### src/rtl/bac_pkg.sv
// Purpose: Shared constants and carrier types for buffer admission
// Assumes: One frame occupies one buffer slot
// Notes: Counter widths sized for the largest slot pool
package bac_pkg;

   // ****************************************
   // Sizes
   // ****************************************
   localparam int NPORT = 8;
   localparam int NCLS = 8;
   localparam int NVLAN = 8;
   localparam int CNT_W = 10;
   localparam int OCC_W = 10;
   localparam int MC_W = 7;
   localparam logic [MC_W-1:0] MC_MAX = 7'h40;
   localparam logic [2:0] CLS_RES_LO = 3'h2;
   localparam logic [2:0] CLS_BEST = 3'h0;
   // Fixed queue level at which a port counts as congested
   localparam logic [OCC_W-1:0] CONG_THR = 10'h020;

   // ****************************************
   // Carriers
   // ****************************************
   typedef enum logic [1:0] {RG_CLASS, RG_PORT, RG_SHARED, RG_NONE} bac_region_t;

   typedef struct packed {
      logic [2:0] src;
      logic [2:0] cls;
      logic mcast;
      logic [NPORT-1:0] fanout;
      logic [2:0] vlan;
   } bac_req_t;

   typedef struct packed {
      logic [2:0] src;
      logic [2:0] cls;
      bac_region_t rg;
      logic mcast;
      logic [2:0] vlan;
   } bac_rel_t;

   typedef struct packed {
      logic admit;
      logic [2:0] queue;
      bac_region_t rg;
   } bac_dec_t;

endpackage : bac_pkg

### src/rtl/bac_admit.sv
// Purpose: Frame slot admission and Xoff/Xon flow control
// Assumes: Classify and release pulses name frames already held
// Notes: Pause frame generation lives in the MAC
//
// Summary of operation
// Hold arrivals in temporary region until classified
// Reserve slots for classes two to seven
// Separate slot reservation per source port
// Shared pool takes any class, any port
// Drop only when no space is left
// Flow control enabled per source port
// Flow-controlled frames go to lowest queue
// Flow-controlled frames skip class reservations
// Global option restores normal class handling
// Unicast Xoff at programmed reserved-slot use
// Unicast Xon once reserved slots all free
// Multicast counter threshold drives Xoff and Xon
// Per-VLAN multicast counters in VLAN mode
// Congested fan-out map gates multicast Xon
// Port congested while occupancy at or above threshold
// Option disables multicast flow control
// Class seven management, six expedited, zero-one best
// Best effort served only when others idle
// Priority and best effort dropped only globally
// Xoff and Xon become pause frames
// Charge reservation first, shared pool last
`timescale 1ns/1ps
`default_nettype none
module bac_admit
   import bac_pkg::*;
(
   // Clock and reset
   input wire logic clk_in,
   input wire logic rst_in,
   // Arrival into temporary region
   input wire logic arrive_in,
   output logic arrive_ok_out,
   // Classification and decision
   input wire logic classify_in,
   input wire bac_req_t req_in,
   output logic dec_valid_out,
   output bac_dec_t dec_out,
   // Slot release
   input wire logic release_in,
   input wire bac_rel_t rel_in,
   // Configuration
   input wire logic [CNT_W-1:0] temp_size_in,
   input wire logic [NCLS-1:0][CNT_W-1:0] class_reservation_size_in,
   input wire logic [NPORT-1:0][CNT_W-1:0] source_port_reservation_size_in,
   input wire logic [CNT_W-1:0] shared_pool_size_in,
   input wire logic [NPORT-1:0][CNT_W-1:0] unicast_xoff_level_in,
   input wire logic [NPORT-1:0] fc_enable_in,
   input wire logic fc_qos_normal_in,
   input wire logic [MC_W-1:0] multicast_hold_threshold_in,
   input wire logic vlan_mode_in,
   input wire logic mcast_fc_disable_in,
   // Egress queue state
   input wire logic [NPORT-1:0][OCC_W-1:0] occupancy_in,
   input wire logic [NPORT-1:0] hi_busy_in,
   // Flow control and status
   output logic [NPORT-1:0] xoff_out,
   output logic [NPORT-1:0] pause_out,
   output logic [NPORT-1:0] resume_out,
   output logic [NPORT-1:0] be_serve_out,
   output logic [NPORT-1:0] congested_out,
   output logic [CNT_W-1:0] temp_used_out,
   output logic [CNT_W-1:0] shared_used_out
);

   // ****************************************
   // State
   // ****************************************
   logic [CNT_W-1:0] temp_reg, temp_next, sh_reg, sh_next;
   logic [NCLS-1:0][CNT_W-1:0] cu_reg, cu_next;
   logic [NPORT-1:0][CNT_W-1:0] pu_reg, pu_next;
   logic [NVLAN-1:0][MC_W-1:0] mc_reg, mc_next;
   logic [NPORT-1:0] xu_reg, xu_next, xm_reg, xm_next;
   logic [NPORT-1:0][NPORT-1:0] map_reg, map_next;
   logic [NPORT-1:0][2:0] vl_reg, vl_next;
   logic [NPORT-1:0] xoff_reg, xoff_next, pause_reg, pause_next;
   logic [NPORT-1:0] resume_reg, resume_next;
   bac_dec_t dec_reg, dec_next;
   logic dec_valid_reg, dec_valid_next;
   logic [2:0] eq, ai, ri;
   bac_region_t rg;
   logic take, adm, clr;
   logic [NPORT-1:0] cong;

   // ****************************************
   // Admission decision
   // ****************************************
   // Queue choice and region charge for a classified frame
   always_comb
   begin
      eq = req_in.cls;
      if (fc_enable_in[req_in.src] && !fc_qos_normal_in)
      begin
         eq = CLS_BEST;
      end
      rg = RG_NONE;
      if (eq >= CLS_RES_LO && cu_reg[eq] < class_reservation_size_in[eq])
      begin
         rg = RG_CLASS;
      end
      else if (pu_reg[req_in.src] < source_port_reservation_size_in[req_in.src])
      begin
         rg = RG_PORT;
      end
      else if (sh_reg < shared_pool_size_in)
      begin
         rg = RG_SHARED;
      end
      dec_next.admit = (rg != RG_NONE);
      dec_next.queue = eq;
      dec_next.rg = rg;
      dec_valid_next = classify_in;
      adm = classify_in && (rg != RG_NONE);
   end

   // ****************************************
   // Slot counters
   // ****************************************
   // Temporary, class, port, shared and multicast occupancy
   always_comb
   begin
      take = arrive_in && arrive_ok_out;
      ai = vlan_mode_in ? req_in.vlan : 3'h0;
      ri = vlan_mode_in ? rel_in.vlan : 3'h0;
      temp_next = temp_reg + CNT_W'(take) - CNT_W'(classify_in && temp_reg != '0);
      sh_next = sh_reg + CNT_W'(adm && rg == RG_SHARED)
         - CNT_W'(release_in && rel_in.rg == RG_SHARED && sh_reg != '0);
      for (int c = 0; c < NCLS; c++)
      begin
         cu_next[c] = cu_reg[c] + CNT_W'(adm && rg == RG_CLASS && eq == c)
            - CNT_W'(release_in && rel_in.rg == RG_CLASS && rel_in.cls == c && cu_reg[c] != '0);
      end
      for (int p = 0; p < NPORT; p++)
      begin
         pu_next[p] = pu_reg[p] + CNT_W'(adm && rg == RG_PORT && req_in.src == p)
            - CNT_W'(release_in && rel_in.rg == RG_PORT && rel_in.src == p && pu_reg[p] != '0);
      end
      for (int v = 0; v < NVLAN; v++)
      begin
         mc_next[v] = mc_reg[v] + MC_W'(adm && req_in.mcast && ai == v && mc_reg[v] < MC_MAX)
            - MC_W'(release_in && rel_in.mcast && ri == v && mc_reg[v] != '0);
      end
   end

   // ****************************************
   // Flow control
   // ****************************************
   // Unicast and multicast Xoff/Xon per source port
   always_comb
   begin
      clr = 1'b0;
      for (int q = 0; q < NPORT; q++)
      begin
         cong[q] = occupancy_in[q] >= CONG_THR;
      end
      for (int p = 0; p < NPORT; p++)
      begin
         // Unicast: set wins over release to zero
         xu_next[p] = (fc_enable_in[p] && unicast_xoff_level_in[p] != '0
            && pu_reg[p] >= unicast_xoff_level_in[p])
            || (xu_reg[p] && pu_reg[p] != '0);
         clr = mcast_fc_disable_in || (((map_reg[p] & cong) == '0)
            && mc_reg[vl_reg[p]] <= multicast_hold_threshold_in);
         xm_next[p] = xm_reg[p] && !clr;
         map_next[p] = clr ? '0 : map_reg[p];
         vl_next[p] = vl_reg[p];
         if (adm && req_in.mcast && req_in.src == p && fc_enable_in[p] && !mcast_fc_disable_in
            && mc_reg[ai] > multicast_hold_threshold_in)
         begin
            xm_next[p] = 1'b1;
            map_next[p] = (clr ? '0 : map_reg[p]) | (req_in.fanout & cong);
            vl_next[p] = ai;
         end
      end
      xoff_next = xu_next | xm_next;
      pause_next = xoff_next & ~xoff_reg;
      resume_next = ~xoff_next & xoff_reg;
   end

   // ****************************************
   // Registers
   // ****************************************
   // All state on one clock, cleared by reset except decision region, which reset sets to RG_NONE
   always_ff @(posedge clk_in or posedge rst_in)
   begin
      if (rst_in)
      begin
         temp_reg <= '0;
         sh_reg <= '0;
         cu_reg <= '0;
         pu_reg <= '0;
         mc_reg <= '0;
         xu_reg <= '0;
         xm_reg <= '0;
         map_reg <= '0;
         vl_reg <= '0;
         xoff_reg <= '0;
         pause_reg <= '0;
         resume_reg <= '0;
         dec_reg <= '{admit: 1'b0, queue: 3'h0, rg: RG_NONE};
         dec_valid_reg <= 1'b0;
      end
      else
      begin
         temp_reg <= temp_next;
         sh_reg <= sh_next;
         cu_reg <= cu_next;
         pu_reg <= pu_next;
         mc_reg <= mc_next;
         xu_reg <= xu_next;
         xm_reg <= xm_next;
         map_reg <= map_next;
         vl_reg <= vl_next;
         xoff_reg <= xoff_next;
         pause_reg <= pause_next;
         resume_reg <= resume_next;
         dec_reg <= dec_next;
         dec_valid_reg <= dec_valid_next;
      end
   end

   // ****************************************
   // Outputs
   // ****************************************
   // Temporary room, decisions, flow control, status
   assign arrive_ok_out = temp_reg < temp_size_in;
   assign dec_valid_out = dec_valid_reg;
   assign dec_out = dec_reg;
   assign xoff_out = xoff_reg;
   assign pause_out = pause_reg;
   assign resume_out = resume_reg;
   assign be_serve_out = ~hi_busy_in;
   assign congested_out = cong;
   assign temp_used_out = temp_reg;
   assign shared_used_out = sh_reg;

   for (genvar p = 0; p < NPORT; p++)
   begin : g_chk

   end
endmodule : bac_admit
`default_nettype wire

### config.mk
export PLATFORM = sky130hd
export DESIGN_NAME = bac_admit
export DESIGN_NICKNAME = d
export VERILOG_FILES = /design/src/rtl/bac_pkg.sv /design/src/rtl/bac_admit.sv
export SDC_FILE = /design/constraint.sdc
export NUM_CORES = 2
export LEC_CHECK = 0
export ABC_AREA = 1
export BUFFER_PORTS_ARGS = -buffer_cell sky130_fd_sc_hd__buf_2
export CAP_MARGIN = 20
export CORE_ASPECT_RATIO = 1.25
export CORE_MARGIN = 1
export CORE_UTILIZATION = 59
export CTS_CLUSTER_SIZE = 40
export DETAILED_ROUTE_END_ITERATION = 8
export PLACE_DENSITY = 0.79
export SYNTH_ARGS = -nofsm -noshare
export SYNTH_HDL_FRONTEND = slang
export SYNTH_SLANG_ARGS = --single-unit
### constraint.sdc
create_clock -name clk_in -period 12.7 [get_ports clk_in]
set_input_delay 0.635 -clock clk_in [delete_from_list [all_inputs] [get_ports clk_in]]
set_output_delay 0.635 -clock clk_in [all_outputs]
set_load 0.02 [all_outputs]
==> run_results.csv <==
group,metric,value,unit
run_status,status,"finished with violations",
run_status,violations,"design-rule violations",
cells_and_area,final_cell_mix,"601 x inv_1, 566 x nand2_1, 503 x ha_1, 428 x buf_2, 414 x a21oi_1",
cells_and_area,fillers,4674,
synth,ys_ff_latch,371,
setup_path,cpPeakStageDelay,730,ps
power,p_int,4.43,mW
synth,yosys.area_share.simple,15.4,%
setup_path,critical_path_class,"input port to register",
timing,slew_viol_final,0,
timing,max_slew_margin,35.1,%
cts,clkLatencyLatePin,590,ps
cells_and_area,drive_gt1_share,12.4,%
synth,async_flop_share,100,%
die,io_pins,469,
detailed_routing,ant_nets,0,
setup_path,reg2reg_to,"pu_reg[8]",
power,pwr-share-seq,26.6,%
setup_path,cp-start-kind,"input port",
timing,final.setup_skew,26.8,ps
global_route,gr-total-overflow,0,
cells_and_area,syn_to_final_growth,12.2,%
synth,synthMuxAreaShare,0,%
global_route,grt_pass1_vias,29600,
setup_path,crit_top_cell,"nor2_1",
timing,rsz0062_at_grt,"no",
global_route,grt_max_degree,146,
timing,finalHoldViolCount,0,
die,dieArea,55700,um2
setup_path,r2r_start,"pu_reg[67]",
global_route,globalRouteTotalUtil,35.3,%
die,rows,95,
power,power_density,241,nW/um2
timing,timing.final.crit_share,59.2,%
cts,cts_made_buffers,42,
die,dieHeight,264,um
timing,setup_viol,0,
power,p_leak,18.4,nW
cts,clock_path_buffers,3,
setup_path,cp_top_family,"simple AND/OR/NAND/NOR gates",
cts,cts_resized,0,
power,comb_power_share,59.1,%
setup_path,worst-path-max-fanout,37,
placement,io_buffers,428,
hold_path,hp-class,"input port to async pin",
detailed_routing,totalWireLength,98.5,mm
placement,place_hpwl,74.2,mm
setup_path,startpoint,"req_in[17]",
detailed_routing,avgRoutedWirePerCell,18.8,um
cells_and_area,stdcell_count,5232,
synth,netlist_area,32300,um2
global_route,grtUsageMet1,41.1,%
placement,globalplace.congestion,1.02,
cells_and_area,final_common_cell,"inv_1",
cts,holdBufCountCts,0,
setup_path,endpoint,"pu_reg[8]",
detailed_routing,drc,1,
setup_path,critical_path_required,13220,ps
timing,hold_slack,182,ps
setup_path,reg2reg_depth,27,
power,p_clk_share,14.3,%
timing,tns,0,ps
die,die_x,211,um
cts,h-tree-depth,2,
synth,synth_area_per_cell,7.82,um2
power,swShare,49.2,%
detailed_routing,vias,30600,
synth,yosys.cell_types.count,60,
cts,post_cts_buffers,0,
die,coreArea,54000,um2
timing,fmax,133,MHz
global_route,gr-usage-met3,6.42,%
timing,worstMarginPinSlew,973,ps
setup_path,crit_buf_inv,4,
cts,root_buffer,"clkbuf_16",
synth,synth_compound_gate_area_share,20.5,%
cts,path_clk_slew,70,ps
setup_path,worstSetupEndpointType,"register",
cells_and_area,fin_util,67.1,%
flow_run,drv_cap,0,
synth,seq_area_frac_synth,28.8,%
cts,cts_tree,"done",
global_route,met2_usage,59.9,%
global_route,antenna_found_initial,5,
synth,synth.yosys.warnings,0,
placement,dp_cells,5156,
die,initial_core_util,59.8,%
setup_path,r2r_slack,6660,ps
detailed_routing,vias_per_cell,5.85,
cts,cts_sinks,371,
cells_and_area,layout.nets,5403,
synth,synthCells,4131,
synth,synthAdderAreaFrac,21.1,%
setup_path,critPathArrivalTime,8030,ps
power,switching_power,4.30,mW
global_route,top_usage_layer,"met2",
power,peakVddDrop,0.000171,V
synth,ys.flop_type,"dfrtp_1",
synth,synth_edf_count,0,
detailed_routing,drt_iter0_drc,2494,
synth,synth_top_family_by_area,"adder cells",
detailed_routing,drt_pass1_iterations,8,
setup_path,crit_cells,34,
global_route,grt_pass1_wl,155,mm
timing,min_period,7510,ps
synth,synth_xor_area_share,4.64,%
setup_path,critPathSlowestCell,"nor3_2",
==> area by class of cell <==
cell class,count,area [um2],area share [%]
multi-input cells,2954,19900,54.9
well taps,727,910,2.51
diodes,3,7.51,0.0207
clock buffers,57,1190,3.28
inverters,658,2480,6.84
flip-flops and latches,371,9290,25.6
clock inverters,16,176,0.487
repair buffers,446,2290,6.32
==> worst min path at each step <==
stage,slack [ps],depth (start not counted),to,start
floorplan,450,2,map_reg[12],map_reg[12]
global placement,470,2,map_reg[21],map_reg[21]
detailed placement,470,2,map_reg[17],map_reg[17]
CTS,220,2,temp_used_out[1],rst_in
global route,250,2,temp_used_out[0],rst_in
finish,180,2,temp_used_out[0],rst_in
==> per-layer routing <==
metal  wire (um)  vias up  share of wire, %
li1            -    14800                 -
met1       37000    14100                38
met2       46600     1346                47
met3        7800      397               7.9
met4        7070        0               7.2
met5           0        -                 0
==> metrics by stage <==
step                setup slack (ps)  instance area, um2  power, mW
floorplan                       1770               32300       5.99
detailed placement              4680               34900       7.37
CTS                             5290               36200       8.68
global route                    4680               36200       9.54
finish                          5190               36200       8.73
global placement                4710               34900       7.19
==> synth_stat cells, drive strengths merged (7+ instances only) <==
| cell | n | area share [%] |
|---|---|---|
| a41oi | 9 | 0.24 |
| nor2 | 245 | 2.9 |
| xor2 | 155 | 4.2 |
| a211oi | 10 | 0.23 |
| nand2 | 571 | 6.7 |
| a21o | 10 | 0.23 |
| o21bai | 26 | 0.60 |
| o211ai | 8 | 0.19 |
| o2111ai | 11 | 0.30 |
| nor3 | 60 | 0.95 |
| buf | 21 | 0.48 |
| nand4 | 60 | 1.5 |
| nand3 | 123 | 2.1 |
| nor3b | 11 | 0.26 |
| a31oi | 52 | 1.0 |
| fa | 26 | 1.6 |
| clkinv | 48 | 0.56 |
| a22oi | 45 | 1.0 |
| inv | 610 | 7.1 |
| and2 | 14 | 0.27 |
| o31ai | 17 | 0.40 |
| a221oi | 64 | 1.7 |
| a21oi | 414 | 6.4 |
| o32ai | 9 | 0.24 |
| xnor2 | 16 | 0.43 |
| ha | 503 | 19 |
| o221ai | 7 | 0.19 |
| clkbuf | 128 | 1.5 |
| nor4 | 26 | 0.50 |
| a22o | 14 | 0.38 |
| o21ai | 380 | 6.0 |
| o22ai | 40 | 0.78 |
| dfrtp | 369 | 29 |
==> power groups by stage <==
stage               sequential [mW]  combinational, mW  clock, mW
floorplan                      2.03               3.97          0
global placement               2.30               4.89          0
detailed placement             2.30               5.07          0
CTS                            2.29               5.12       1.26
global route                   2.35               5.88       1.31
finish                         2.32               5.16       1.25
==> logic make-up (layout without fill, tap and decap cells) <==
kind of cell	count (synthesis)	after routing
compound gates	1135	1135
xor+xnor	171	171
fa+ha+maj	529	529
buf+inv	807	1177
flops	371	371
other cells	1	5
simple gates	1117	1117
No activity file was read; power rests on OpenSTA's default activity.
